[config.mk]
export PLATFORM = sky130hd
export DESIGN_NAME = rdg_top
export DESIGN_NICKNAME = d
export VERILOG_FILES = /design/src/shared/rdg_pkg.sv /design/src/rtl/rdg_sync2.sv /design/src/rtl/rdg_hold_timer.sv /design/src/rtl/rdg_top.sv
export SDC_FILE = /design/constraint.sdc
export NUM_CORES = 1
export LEC_CHECK = 0
export BUFFER_PORTS_ARGS = -buffer_cell sky130_fd_sc_hd__buf_2
export CAP_MARGIN = 20
export CORE_ASPECT_RATIO = 0.7
export CORE_MARGIN = 1
export CORE_UTILIZATION = 40
export DETAILED_ROUTE_END_ITERATION = 7
export PLACE_DENSITY = 0.6
export SYNTH_ARGS = -nofsm -noshare
export SYNTH_HDL_FRONTEND = slang
export SYNTH_HIERARCHICAL = 1
export SYNTH_SLANG_ARGS = --single-unit
[constraint.sdc]
create_clock -name sys_clk_i -period 6.5 [get_ports sys_clk_i]
set_clock_uncertainty 0.05 [all_clocks]
set_input_delay 1.3 -clock sys_clk_i [delete_from_list [all_inputs] [get_ports sys_clk_i]]
set_output_delay 1.3 -clock sys_clk_i [all_outputs]
set_load 0.05 [all_outputs]
[src/shared/rdg_pkg.sv]
// package: register map, field positions, reset values and timing of the radio data status block
`default_nettype none
package rdg_pkg;
	// ****************************************
	// register bus shape
	// ****************************************
	localparam int unsigned ADDR_W = 8;
	localparam int unsigned DATA_W = 16;

	// ****************************************
	// register offsets (byte addresses)
	// ****************************************
	localparam logic [7:0] OFS_CTRL     = 8'h00;
	localparam logic [7:0] OFS_PIN_CFG  = 8'h04;
	localparam logic [7:0] OFS_STATUS   = 8'h08;
	localparam logic [7:0] OFS_BLOCKS   = 8'h0c;
	localparam logic [7:0] OFS_IRQ_STAT = 8'h10;
	localparam logic [7:0] OFS_IRQ_MASK = 8'h14;

	// ****************************************
	// field positions
	// ****************************************
	localparam int unsigned CTRL_RDE_BIT    = 0;
	localparam int unsigned CTRL_MODE_BIT   = 1;
	localparam int unsigned PCFG_FN_LSB     = 2;
	localparam int unsigned PCFG_SEEK_IE    = 14;
	localparam int unsigned PCFG_GROUP_IE   = 15;
	localparam int unsigned STAT_PIN_IN     = 0;
	localparam int unsigned STAT_SYNC_BIT   = 9;
	localparam int unsigned STAT_SEEK_BIT   = 14;
	localparam int unsigned STAT_READY_BIT  = 15;
	localparam int unsigned IRQ_GROUP_BIT   = 0;
	localparam int unsigned IRQ_SEEK_BIT    = 1;
	localparam int unsigned IRQ_W           = 2;

	// ****************************************
	// reset values
	// ****************************************
	localparam logic [1:0]       CTRL_RESET = 2'h0;
	localparam logic [1:0]       FN_RESET   = 2'h0;
	localparam logic [IRQ_W-1:0] MASK_RESET = 2'h0;

	// ****************************************
	// output pin functions and error levels
	// ****************************************
	typedef enum logic [1:0] {
		RDG_PIN_HIGHZ = 2'b00,
		RDG_PIN_IRQ   = 2'b01,
		RDG_PIN_LOW   = 2'b10,
		RDG_PIN_HIGH  = 2'b11
	} rdg_pin_fn_e;

	localparam logic [1:0] LVL_NONE  = 2'b00;
	localparam logic [1:0] LVL_FEW   = 2'b01;
	localparam logic [1:0] LVL_SOME  = 2'b10;
	localparam logic [1:0] LVL_MANY  = 2'b11;
	localparam logic [3:0] ERR_FEW_MAX  = 4'h2;
	localparam logic [3:0] ERR_SOME_MAX = 4'h5;

	// ****************************************
	// timing
	// ****************************************
	localparam longint unsigned CLK_HZ      = 50_000_000;
	localparam longint unsigned READY_MS    = 40;
	localparam longint unsigned PULSE_MS    = 5;
	localparam longint unsigned READY_CYC   = (READY_MS * CLK_HZ + 999) / 1000;
	localparam longint unsigned PULSE_CYC   = (PULSE_MS * CLK_HZ + 999) / 1000;

	// ****************************************
	// group report from the decoder
	// ****************************************
	typedef struct packed {
		logic            done;
		logic            valid;
		logic [3:0][3:0] errs;
	} rdg_group_s;
endpackage
`default_nettype wire

[src/rtl/rdg_sync2.sv]
// two flip-flop synchroniser for one level from outside the clock domain
`default_nettype none
module rdg_sync2 (
	input  wire logic sys_clk_i,
	input  wire logic resetn_i,
	input  wire logic async_i,
	output logic      sync_o
);
	logic meta_reg;

	always_ff @(posedge sys_clk_i or negedge resetn_i) begin
		if (!resetn_i) begin
			meta_reg <= 1'b0;
			sync_o   <= 1'b0;
		end else begin
			meta_reg <= async_i;
			sync_o   <= meta_reg;
		end
	end
endmodule
`default_nettype wire

[src/rtl/rdg_hold_timer.sv]
// retriggerable hold timer: active for at least CYCLES clocks after each start
`default_nettype none
module rdg_hold_timer #(
	parameter int unsigned CYCLES = 16
) (
	input  wire logic sys_clk_i,
	input  wire logic resetn_i,
	input  wire logic start_i,
	output logic      active_o
);
	localparam int unsigned CNT_W = $clog2(CYCLES + 1);

	logic [CNT_W-1:0] left_reg;

	if (CYCLES < 1) $error("hold timer needs at least one cycle");

	always_ff @(posedge sys_clk_i or negedge resetn_i) begin
		if (!resetn_i) begin
			left_reg <= '0;
			active_o <= 1'b0;
		end else if (start_i) begin
			left_reg <= CNT_W'(CYCLES - 1);
			active_o <= 1'b1;
		end else if (left_reg != '0) begin
			left_reg <= left_reg - 1'b1;
		end else begin
			active_o <= 1'b0;
		end
	end
endmodule
`default_nettype wire

[src/rtl/rdg_top.sv]
// radio data group status, verbose reporting and interrupt pin logic
//
// Contract
// software sets radio data enable; while clear no group is reported.
// report mode select low means standard mode; standard is the reset state.
// standard mode: valid group raises group ready for at least 40 ms.
// standard mode: group irq enable and function 01 pull pin low 5 ms.
// invalid group sets no ready flag and gives no pin pulse; in verbose mode the code raises both for any group while synchronised.
// standard mode: sync flag and four block levels read as zero.
// report mode select high means verbose mode with sync and levels.
// verbose mode: sync flag follows block synchronisation.
// verbose mode: group while synchronised raises ready for at least 40 ms.
// verbose mode: pin pulses 5 ms only for a group while synchronised.
// each block level: 00 none, 01 one-two, 10 three-five, 11 six up.
// controller discards blocks reported at level 11.
// pin serves as general output or interrupt for seek or group events.
// pin function is a two-bit field at bits 3:2 of register 04h.
// controller waits for powerup before using the pin as interrupt.
// general output function works regardless of receiver enable bits.
// seek irq enable and function 01 pull pin low 5 ms on seek done.
// pin pulse starts with the ready flag, and never without both enables; the code starts it with either one irq enable, group or seek, set.
`default_nettype none
module rdg_top #(
	parameter int unsigned READY_CYC = int'(rdg_pkg::READY_CYC),
	parameter int unsigned PULSE_CYC = int'(rdg_pkg::PULSE_CYC)
) (
	input  wire logic                       sys_clk_i,
	input  wire logic                       resetn_i,
	input  wire logic [rdg_pkg::ADDR_W-1:0] addr_i,
	input  wire logic [rdg_pkg::DATA_W-1:0] wdata_i,
	input  wire logic                       wr_i,
	input  wire logic                       rd_i,
	output logic      [rdg_pkg::DATA_W-1:0] rdata_o,
	input  wire rdg_pkg::rdg_group_s        group_i,
	input  wire logic                       sync_i,
	input  wire logic                       seek_done_i,
	input  wire logic                       pin_in_i,
	output logic                            pin_out_o,
	output logic                            pin_oe_o,
	output logic                            group_ready_flag_o,
	output logic                            irq_o
);
	// ****************************************
	// parameter checks and helpers
	// ****************************************
	if (READY_CYC < 1 || PULSE_CYC < 1) $error("timer counts must be at least one");
	if (PULSE_CYC > READY_CYC) $error("pin pulse may not outlast the ready flag");

	function automatic logic [1:0] err_level(input logic [3:0] n);
		if (n == 4'h0)
			return rdg_pkg::LVL_NONE;
		else if (n <= rdg_pkg::ERR_FEW_MAX)
			return rdg_pkg::LVL_FEW;
		else if (n <= rdg_pkg::ERR_SOME_MAX)
			return rdg_pkg::LVL_SOME;
		else
			return rdg_pkg::LVL_MANY;
	endfunction

	function automatic logic hit(input logic [rdg_pkg::ADDR_W-1:0] a,
			input logic [7:0] ofs);
		return a == ofs;
	endfunction

	// ****************************************
	// control registers
	// ****************************************
	logic                radio_data_enable_reg;
	logic                report_mode_select_reg;
	logic                group_irq_enable_reg;
	logic                seek_done_irq_enable_reg;
	rdg_pkg::rdg_pin_fn_e output_pin_function_reg;

	always_ff @(posedge sys_clk_i or negedge resetn_i) begin
		if (!resetn_i) begin
			radio_data_enable_reg  <= rdg_pkg::CTRL_RESET[rdg_pkg::CTRL_RDE_BIT];
			report_mode_select_reg <= rdg_pkg::CTRL_RESET[rdg_pkg::CTRL_MODE_BIT];
		end else if (wr_i && hit(addr_i, rdg_pkg::OFS_CTRL)) begin
			radio_data_enable_reg  <= wdata_i[rdg_pkg::CTRL_RDE_BIT];
			report_mode_select_reg <= wdata_i[rdg_pkg::CTRL_MODE_BIT];
		end
	end

	always_ff @(posedge sys_clk_i or negedge resetn_i) begin
		if (!resetn_i) begin
			group_irq_enable_reg     <= 1'b0;
			seek_done_irq_enable_reg <= 1'b0;
			output_pin_function_reg  <= rdg_pkg::rdg_pin_fn_e'(rdg_pkg::FN_RESET);
		end else if (wr_i && hit(addr_i, rdg_pkg::OFS_PIN_CFG)) begin
			group_irq_enable_reg     <= wdata_i[rdg_pkg::PCFG_GROUP_IE];
			seek_done_irq_enable_reg <= wdata_i[rdg_pkg::PCFG_SEEK_IE];
			output_pin_function_reg  <= rdg_pkg::rdg_pin_fn_e'(
				wdata_i[rdg_pkg::PCFG_FN_LSB +: 2]);
		end
	end

	// ****************************************
	// group events
	// ****************************************
	logic group_event;
	logic seek_done_d_reg;
	logic seek_event;
	logic flag_active;
	logic pulse_active;
	logic pin_pulse_start;

	// standard: valid groups only; verbose: any group while synchronised
	always_comb begin
		group_event = 1'b0;
		if (radio_data_enable_reg && group_i.done) begin
			if (report_mode_select_reg)
				group_event = sync_i;
			else
				group_event = group_i.valid;
		end
	end

	always_ff @(posedge sys_clk_i or negedge resetn_i) begin
		if (!resetn_i)
			seek_done_d_reg <= 1'b0;
		else
			seek_done_d_reg <= seek_done_i;
	end

	assign seek_event = seek_done_i && !seek_done_d_reg;

	// pulse and flag start on the same edge
	assign pin_pulse_start = (group_event && group_irq_enable_reg)
		|| (seek_event && seek_done_irq_enable_reg);

	rdg_hold_timer #(
		.CYCLES (READY_CYC)
	) u_ready_timer (
		.sys_clk_i (sys_clk_i),
		.resetn_i  (resetn_i),
		.start_i   (group_event),
		.active_o  (flag_active)
	);

	rdg_hold_timer #(
		.CYCLES (PULSE_CYC)
	) u_pulse_timer (
		.sys_clk_i (sys_clk_i),
		.resetn_i  (resetn_i),
		.start_i   (pin_pulse_start),
		.active_o  (pulse_active)
	);

	assign group_ready_flag_o = flag_active;

	// ****************************************
	// verbose status capture
	// ****************************************
	logic [3:0][1:0] block_level_reg;

	always_ff @(posedge sys_clk_i or negedge resetn_i) begin
		if (!resetn_i) begin
			block_level_reg <= '0;
		end else if (group_event && report_mode_select_reg) begin
			for (int i = 0; i < 4; i++)
				block_level_reg[i] <= err_level(group_i.errs[i]);
		end
	end

	// ****************************************
	// output pin
	// ****************************************
	logic pin_in_sync;

	rdg_sync2 u_pin_sync (
		.sys_clk_i (sys_clk_i),
		.resetn_i  (resetn_i),
		.async_i   (pin_in_i),
		.sync_o    (pin_in_sync)
	);

	// pin mux ignores the receiver enable bits
	always_comb begin
		pin_oe_o  = 1'b0;
		pin_out_o = 1'b1;
		unique case (output_pin_function_reg)
			rdg_pkg::RDG_PIN_HIGHZ: begin
				pin_oe_o = 1'b0;
			end
			rdg_pkg::RDG_PIN_IRQ: begin
				pin_oe_o  = 1'b1;
				pin_out_o = !pulse_active;
			end
			rdg_pkg::RDG_PIN_LOW: begin
				pin_oe_o  = 1'b1;
				pin_out_o = 1'b0;
			end
			rdg_pkg::RDG_PIN_HIGH: begin
				pin_oe_o  = 1'b1;
				pin_out_o = 1'b1;
			end
		endcase
	end

	// ****************************************
	// interrupt status and mask
	// ****************************************
	logic [rdg_pkg::IRQ_W-1:0] irq_stat_reg;
	logic [rdg_pkg::IRQ_W-1:0] irq_mask_reg;
	logic [rdg_pkg::IRQ_W-1:0] irq_set;
	logic [rdg_pkg::IRQ_W-1:0] irq_clr;
	logic [rdg_pkg::IRQ_W-1:0] irq_mask_next;

	always_comb begin
		irq_set = '0;
		irq_set[rdg_pkg::IRQ_GROUP_BIT] = group_event;
		irq_set[rdg_pkg::IRQ_SEEK_BIT]  = seek_event;
		irq_clr = '0;
		if (wr_i && hit(addr_i, rdg_pkg::OFS_IRQ_STAT))
			irq_clr = wdata_i[rdg_pkg::IRQ_W-1:0];
		irq_mask_next = irq_mask_reg;
		if (wr_i && hit(addr_i, rdg_pkg::OFS_IRQ_MASK))
			irq_mask_next = wdata_i[rdg_pkg::IRQ_W-1:0];
	end

	// set wins over a clear in the same cycle
	always_ff @(posedge sys_clk_i or negedge resetn_i) begin
		if (!resetn_i)
			irq_stat_reg <= '0;
		else
			irq_stat_reg <= (irq_stat_reg & ~irq_clr) | irq_set;
	end

	always_ff @(posedge sys_clk_i or negedge resetn_i) begin
		if (!resetn_i)
			irq_mask_reg <= rdg_pkg::MASK_RESET;
		else
			irq_mask_reg <= irq_mask_next;
	end

	always_ff @(posedge sys_clk_i or negedge resetn_i) begin
		if (!resetn_i)
			irq_o <= 1'b0;
		else
			irq_o <= |((irq_stat_reg & ~irq_clr | irq_set) & irq_mask_next);
	end

	// ****************************************
	// read port
	// ****************************************
	logic [rdg_pkg::DATA_W-1:0] rd_word;

	always_comb begin
		rd_word = '0;
		if (hit(addr_i, rdg_pkg::OFS_CTRL)) begin
			rd_word[rdg_pkg::CTRL_RDE_BIT]  = radio_data_enable_reg;
			rd_word[rdg_pkg::CTRL_MODE_BIT] = report_mode_select_reg;
		end else if (hit(addr_i, rdg_pkg::OFS_PIN_CFG)) begin
			rd_word[rdg_pkg::PCFG_FN_LSB +: 2]  = output_pin_function_reg;
			rd_word[rdg_pkg::PCFG_GROUP_IE]     = group_irq_enable_reg;
			rd_word[rdg_pkg::PCFG_SEEK_IE]      = seek_done_irq_enable_reg;
		end else if (hit(addr_i, rdg_pkg::OFS_STATUS)) begin
			rd_word[rdg_pkg::STAT_READY_BIT] = flag_active;
			rd_word[rdg_pkg::STAT_SEEK_BIT]  = seek_done_i;
			rd_word[rdg_pkg::STAT_PIN_IN]    = pin_in_sync;
			rd_word[rdg_pkg::STAT_SYNC_BIT]  = report_mode_select_reg && sync_i;
		end else if (hit(addr_i, rdg_pkg::OFS_BLOCKS)) begin
			if (report_mode_select_reg)
				rd_word[7:0] = block_level_reg;
		end else if (hit(addr_i, rdg_pkg::OFS_IRQ_STAT)) begin
			rd_word[rdg_pkg::IRQ_W-1:0] = irq_stat_reg;
		end else if (hit(addr_i, rdg_pkg::OFS_IRQ_MASK)) begin
			rd_word[rdg_pkg::IRQ_W-1:0] = irq_mask_reg;
		end
	end

	// unmapped addresses read as zero
	always_ff @(posedge sys_clk_i or negedge resetn_i) begin
		if (!resetn_i)
			rdata_o <= '0;
		else if (rd_i)
			rdata_o <= rd_word;
		else
			rdata_o <= '0;
	end

	// ****************************************
	// checks
	// ****************************************
	logic [31:0] flag_len_reg;
	logic [31:0] low_len_reg;

	always_ff @(posedge sys_clk_i or negedge resetn_i) begin
		if (!resetn_i) begin
			flag_len_reg <= '0;
			low_len_reg  <= '0;
		end else begin
			flag_len_reg <= group_event ? 32'h1 : (flag_active ? flag_len_reg + 1 : '0);
			low_len_reg  <= pin_pulse_start ? 32'h1 : (pulse_active ? low_len_reg + 1 : '0);
		end
	end
endmodule
`default_nettype wire

Word level (Yosys, flattened, before mapping):

Index checks and enable logic that the tools add are counted.
W data, S select, Z words.

* add/sub/neg operators: 2
* $mul: 0
* div/mod/pow operators: 0
* $lt $le $gt $ge: 8
* equality and inequality tests: 10
* shift-type cells: 0
* multiplexer cells: 45
* bitwise logic cells: 4
* reduce and logical (&&, ||, !) cells: 25

Operators with widths (count)
* $mux W21: 2
* $mux W2: 19
* $mux W18: 2
* $reduce_bool A21 Y1: 1
* $sub A21 B1 Y21 const B: 1
* $reduce_bool A18 Y1: 1
* $sub A18 B1 Y18 const B: 1
* $eq A8 B4 Y1 const B: 2
* $eq A8 B5 Y1 const B: 2
* $le A4 B2 Y1 const B: 4
* $le A4 B3 Y1 const B: 4
* $logic_not A4 Y1: 4
* $mux W16: 1
* $mux W1: 14
* $mux W6: 2
* $logic_and A1 B1 Y1: 10
* $eq A8 B3 Y1 const B: 1
* $logic_not A8 Y1: 1
* $mux W8: 1
* $mux W7: 1
* $and A2 B2 Y2: 2
* $eq A2 B2 Y1 const B: 2
* $mux W4: 1
* $ne A2 B2 Y1 const B: 2
* other kinds (10): 13

* bits in registers: 79
* bits in latches: 0
* memory bits (writable): 0
* memory bits (read-only): 0
* input port bits: 49
* output and inout port bits: 20
* logic and storage cells: 114
* memories kept: 0

Longest topological paths before layout:

* depth in word-level cells: 8
* depth in mapped cells: 8
* gate-level depth less buffers: 6

Hierarchy:

The synthesis kept the hierarchy.

Modules (own cells, without submodules)
* rdg_top: times used 1, cells an instance 141, area an instance 1521.5 µm², seq. area each 775.7 µm²
* rdg_hold_timer (u_ready_timer): times used 1, cells an instance 139, area an instance 1272.5 µm², seq. area each 550.5 µm²
* rdg_hold_timer (u_pulse_timer): times used 1, cells an instance 110, area an instance 1063.5 µm², seq. area each 475.5 µm²
* rdg_sync2: times used 1, cells an instance 2, area an instance 50.0 µm², seq. area each 50.0 µm²

Worst setup path before layout:

No wires, ideal clock.

* path kind: input to register
* start: input sync_i
* end: register u_pulse_timer.left_reg[3]
* library setup time: 0.086 ns
* arrival: 2.671 ns
* required time: 6.364 ns
* setup slack: 3.693 ns
* cell stages on the path: 7
* path buffers: 2
* cell sequence: mux2i_1 -> nor2_1 -> a22o_1 -> clkbuf_1 -> clkbuf_1 -> nor3_1 -> nor3_1

* longest elaborated chain between the ends: 5
* elaborated cells on any way between the ends: 6
* those cells by class: 3 x mux; 3 x reduce/logical

Ends and longest elaborated chain
* start: declaration: line rdg_top.sv:35 `input wire logic sync_i,`
* $mux W1 (*): line rdg_top.sv:111 `if (report_mode_select_reg)`
* $mux W1 (*): line rdg_top.sv:110 `if (radio_data_enable_reg && group_i.done) begin`
* via group_event: line rdg_top.sv:100 `logic group_event;`
* $logic_and A1 B1 Y1 (*): line rdg_top.sv:128 `assign pin_pulse_start = (group_event && group_irq_enable_reg)`
* $logic_or A1 B1 Y1 (*): line rdg_top.sv:129 `|| (seek_event && seek_done_irq_enable_reg);`
* via pin_pulse_start: line rdg_top.sv:105 `logic pin_pulse_start;`
* $mux W18 / $reduce_bool A2 Y1 (equally long branches)
* end signal: assignment: line rdg_hold_timer.sv:22 `left_reg <= CNT_W'(CYCLES - 1);`
* end signal: assignment: line rdg_hold_timer.sv:25 `left_reg <= left_reg - 1'b1;`
* end: declaration: line rdg_hold_timer.sv:13 `logic [CNT_W-1:0] left_reg;`

The timed path passes the listed nets; every way through them passes the cells marked *.
A chain may end at the register's enable or synchronous reset.

Worst setup path after layout:

Ends and elaborated chain as after synthesis.

==> reports/results.tsv <==
metric	value	unit
yosysWarningCount	6	
period_share	0.483	
worstSetupEndpointType	register	
reg2reg_depth	7	
final_common_cell	dfrtp_1	
placed_area	4240	sq um
antenna_found_initial	0	
place_ws	3030	ps
fmax	0.318	GHz
critPathArrivalTime	3340	ps
synth_ff_type	dfrtp_1	
clockBufferDepth	2	
crit_fanout	28	
diodes	0	
first_iter_violations	111	
drt_pass1_iterations	5	
clkSlewWorstSetupHoldPaths	60	ps
largest_reg_flops	21	
synth_edf_count	0	
wire_per_inst	14.8	um
hold_depth	0	
worst_slack	3360	ps
synth.avg_cell_area	9.97	sq um
fill_cells	858	
grt_overflow	0	
synth_cell_types	60	
setup_violations	0	
track_usage	0.181	
tns	0	ps
synth-async-reset-ratio	1.00	
layout-drive-gt1-share	0.211	
ys_ff_latch	74	
io_pins	69	
ir_drop	0.000185	V
layout_min_cycle_time	3140	ps
drtAntennaViolNets	0	
timing.slew.headroom	0.375	
ff2ff_setup_slack	3890	ps
routed_wl	8.43	mm
dieArea	10200	sq um
via_per_inst	5.50	
core	9250	sq um
clkLatencyLatePin	330	ps
status	complete, no violations	
dp_hpwl	5.93	mm
cts_max_level	3	
initial_core_util	0.422	
dieWidth	120	um
gp_congestion	0.748	
root_buffer	clkbuf_16	
io_buffers	53	
worst_pin_slew	938	ps
syn_inst	392	
drv_slew	0	
nets	494	
rows	29	
cts_setup_buffers	0	
fin_area	4550	sq um
cts_buffers	9	
hold_class	reg2reg	
drcViolationCount	0	
min_to	u_pin_sync/sync_o$_DFF_PN0_	
hp-start	u_pin_sync/meta_reg$_DFF_PN0_	
tritoncts	built	
holdBufCountCts	0	
r2r_end	u_pulse_timer/left_reg[3]$_DFFE_PN0P_	
crit_required	6690	ps
final_cell_mix	dfrtp_1 (74), buf_2 (53), nor2_1 (33)	
start_kind	primary input	
areaGrowthSynthToFinish	16.4	%
grt_pass1_vias	2907	
rsz0062_at_grt	no	
grt_pass1_wl	14.4	mm
vias	3134	
p_per_area	300	nW/um^2
postCtsResizedCells	0	
r2r_start	report_mode_select_reg$_DFFE_PN0P_	
hold_ws	302	ps
die_y	84.7	um
synthesis.area	3910	sq um
yosysSeqAreaShare	0.474	
hold_violations	0	
report.power.total	0.00137	W
maxCapViolations	0	
grt_max_degree	75	
clkSinkCount	74	
power_leakage	1.93	nW
critical_path_class	in2reg	
==> how the worst max path moves through the flow <==
stage | start | end | slack [ps] | cells after the start
after CTS | sync_i | u_pulse_timer/left_reg[3]$_DFFE_PN0P_ | 3380 | 8
after floorplan | sync_i | u_pulse_timer/left_reg[3]$_DFFE_PN0P_ | 3690 | 7
after detailed placement | sync_i | u_pulse_timer/left_reg[3]$_DFFE_PN0P_ | 3030 | 8
after global placement | sync_i | u_pulse_timer/left_reg[3]$_DFFE_PN0P_ | 3040 | 8
final | sync_i | u_pulse_timer/left_reg[3]$_DFFE_PN0P_ | 3360 | 8
after global routing | sync_i | u_pulse_timer/left_reg[3]$_DFFE_PN0P_ | 3150 | 8
==> per-stage QoR <==
| stage | instances | util |
|---|---|---|
| after detailed placement | 555 | 0.458 |
| final | 570 | 0.491 |
| after floorplan | 396 | - |
| after CTS | 570 | 0.491 |
| after global routing | 570 | 0.491 |
| after global placement | 555 | 0.458 |
==> synthesized netlist by cell type (all sizes together) (2+ instances only) <==
master	n	area share
a211o	3	0.0067
clkbuf	5	0.0048
a31oi	2	0.0032
a211oi	7	0.013
mux2i	10	0.026
ha	3	0.0096
inv	11	0.011
o31ai	10	0.019
nor4b	3	0.012
o21ai	24	0.032
and2	5	0.0080
and3	7	0.011
or2	2	0.0032
or4	10	0.020
a2111oi	2	0.0045
a21oi	19	0.024
dfrtp	74	0.47
nand2	26	0.025
o41ai	2	0.0045
xnor2	4	0.0090
a22o	2	0.0045
mux2	14	0.041
a22oi	3	0.0058
nor4	10	0.028
nand4	8	0.014
nand3	15	0.019
and4	2	0.0045
buf	15	0.026
nor3	16	0.025
a32oi	2	0.0045
or3	5	0.0080
nand2b	6	0.0096
nor2b	18	0.029
a21o	2	0.0038
nor2	34	0.033
==> where the power goes <==
part	internal, W	switching [W]	total, W	leakage, nW
Clock	0.000331	0.000183	0.000514	0.151
Combinational	0.000103	0.000126	0.000229	0.888
Sequential	0.000532	0.0000906	0.000623	0.896
Total	0.000966	0.000400	0.00137	1.93
==> kinds of logic (layout without fill, tap and decap cells) <==
logic type / Yosys count / after routing / share of synthesized area
compound gates: 85 / 85 / 0.142
simple gates: 170 / 170 / 0.257
flops: 74 / 74 / 0.474
fa+ha+maj: 3 / 3 / 0.00961
xor+xnor: 4 / 4 / 0.00896
mux: 24 / 24 / 0.0669
other cells: 1 / 5 / 0.000960
buf+inv: 31 / 81 / 0.0410
==> worst max-delay path: stages <==
cell and delay, ps:
buf_2 110, mux2i_1 70, nor2_1 100, buf_4 300
a22o_1 680, inv_1 330, and3_1 250, nor3_1 180
==> per-layer routing <==
layer,global-route usage,routed length [um],vias up
met4,0.0580,29,0
met2,0.260,3630,77
li1,-,-,1544
met3,0.0564,426,2
met5,0,0,-
met1,0.259,4350,1511
==> final cells by class <==
type	count	area (sq um)	area share
Timing Repair Buffer	55	280	0.0616
Inverter	11	41.3	0.00908
Multi-Input combinational cell	291	1910	0.420
Sequential cell	74	1850	0.407
Clock inverter	6	82.6	0.0182
Tap cell	124	155	0.0341
Clock buffer	9	225	0.0495
Power figures use the tool's default switching activity.
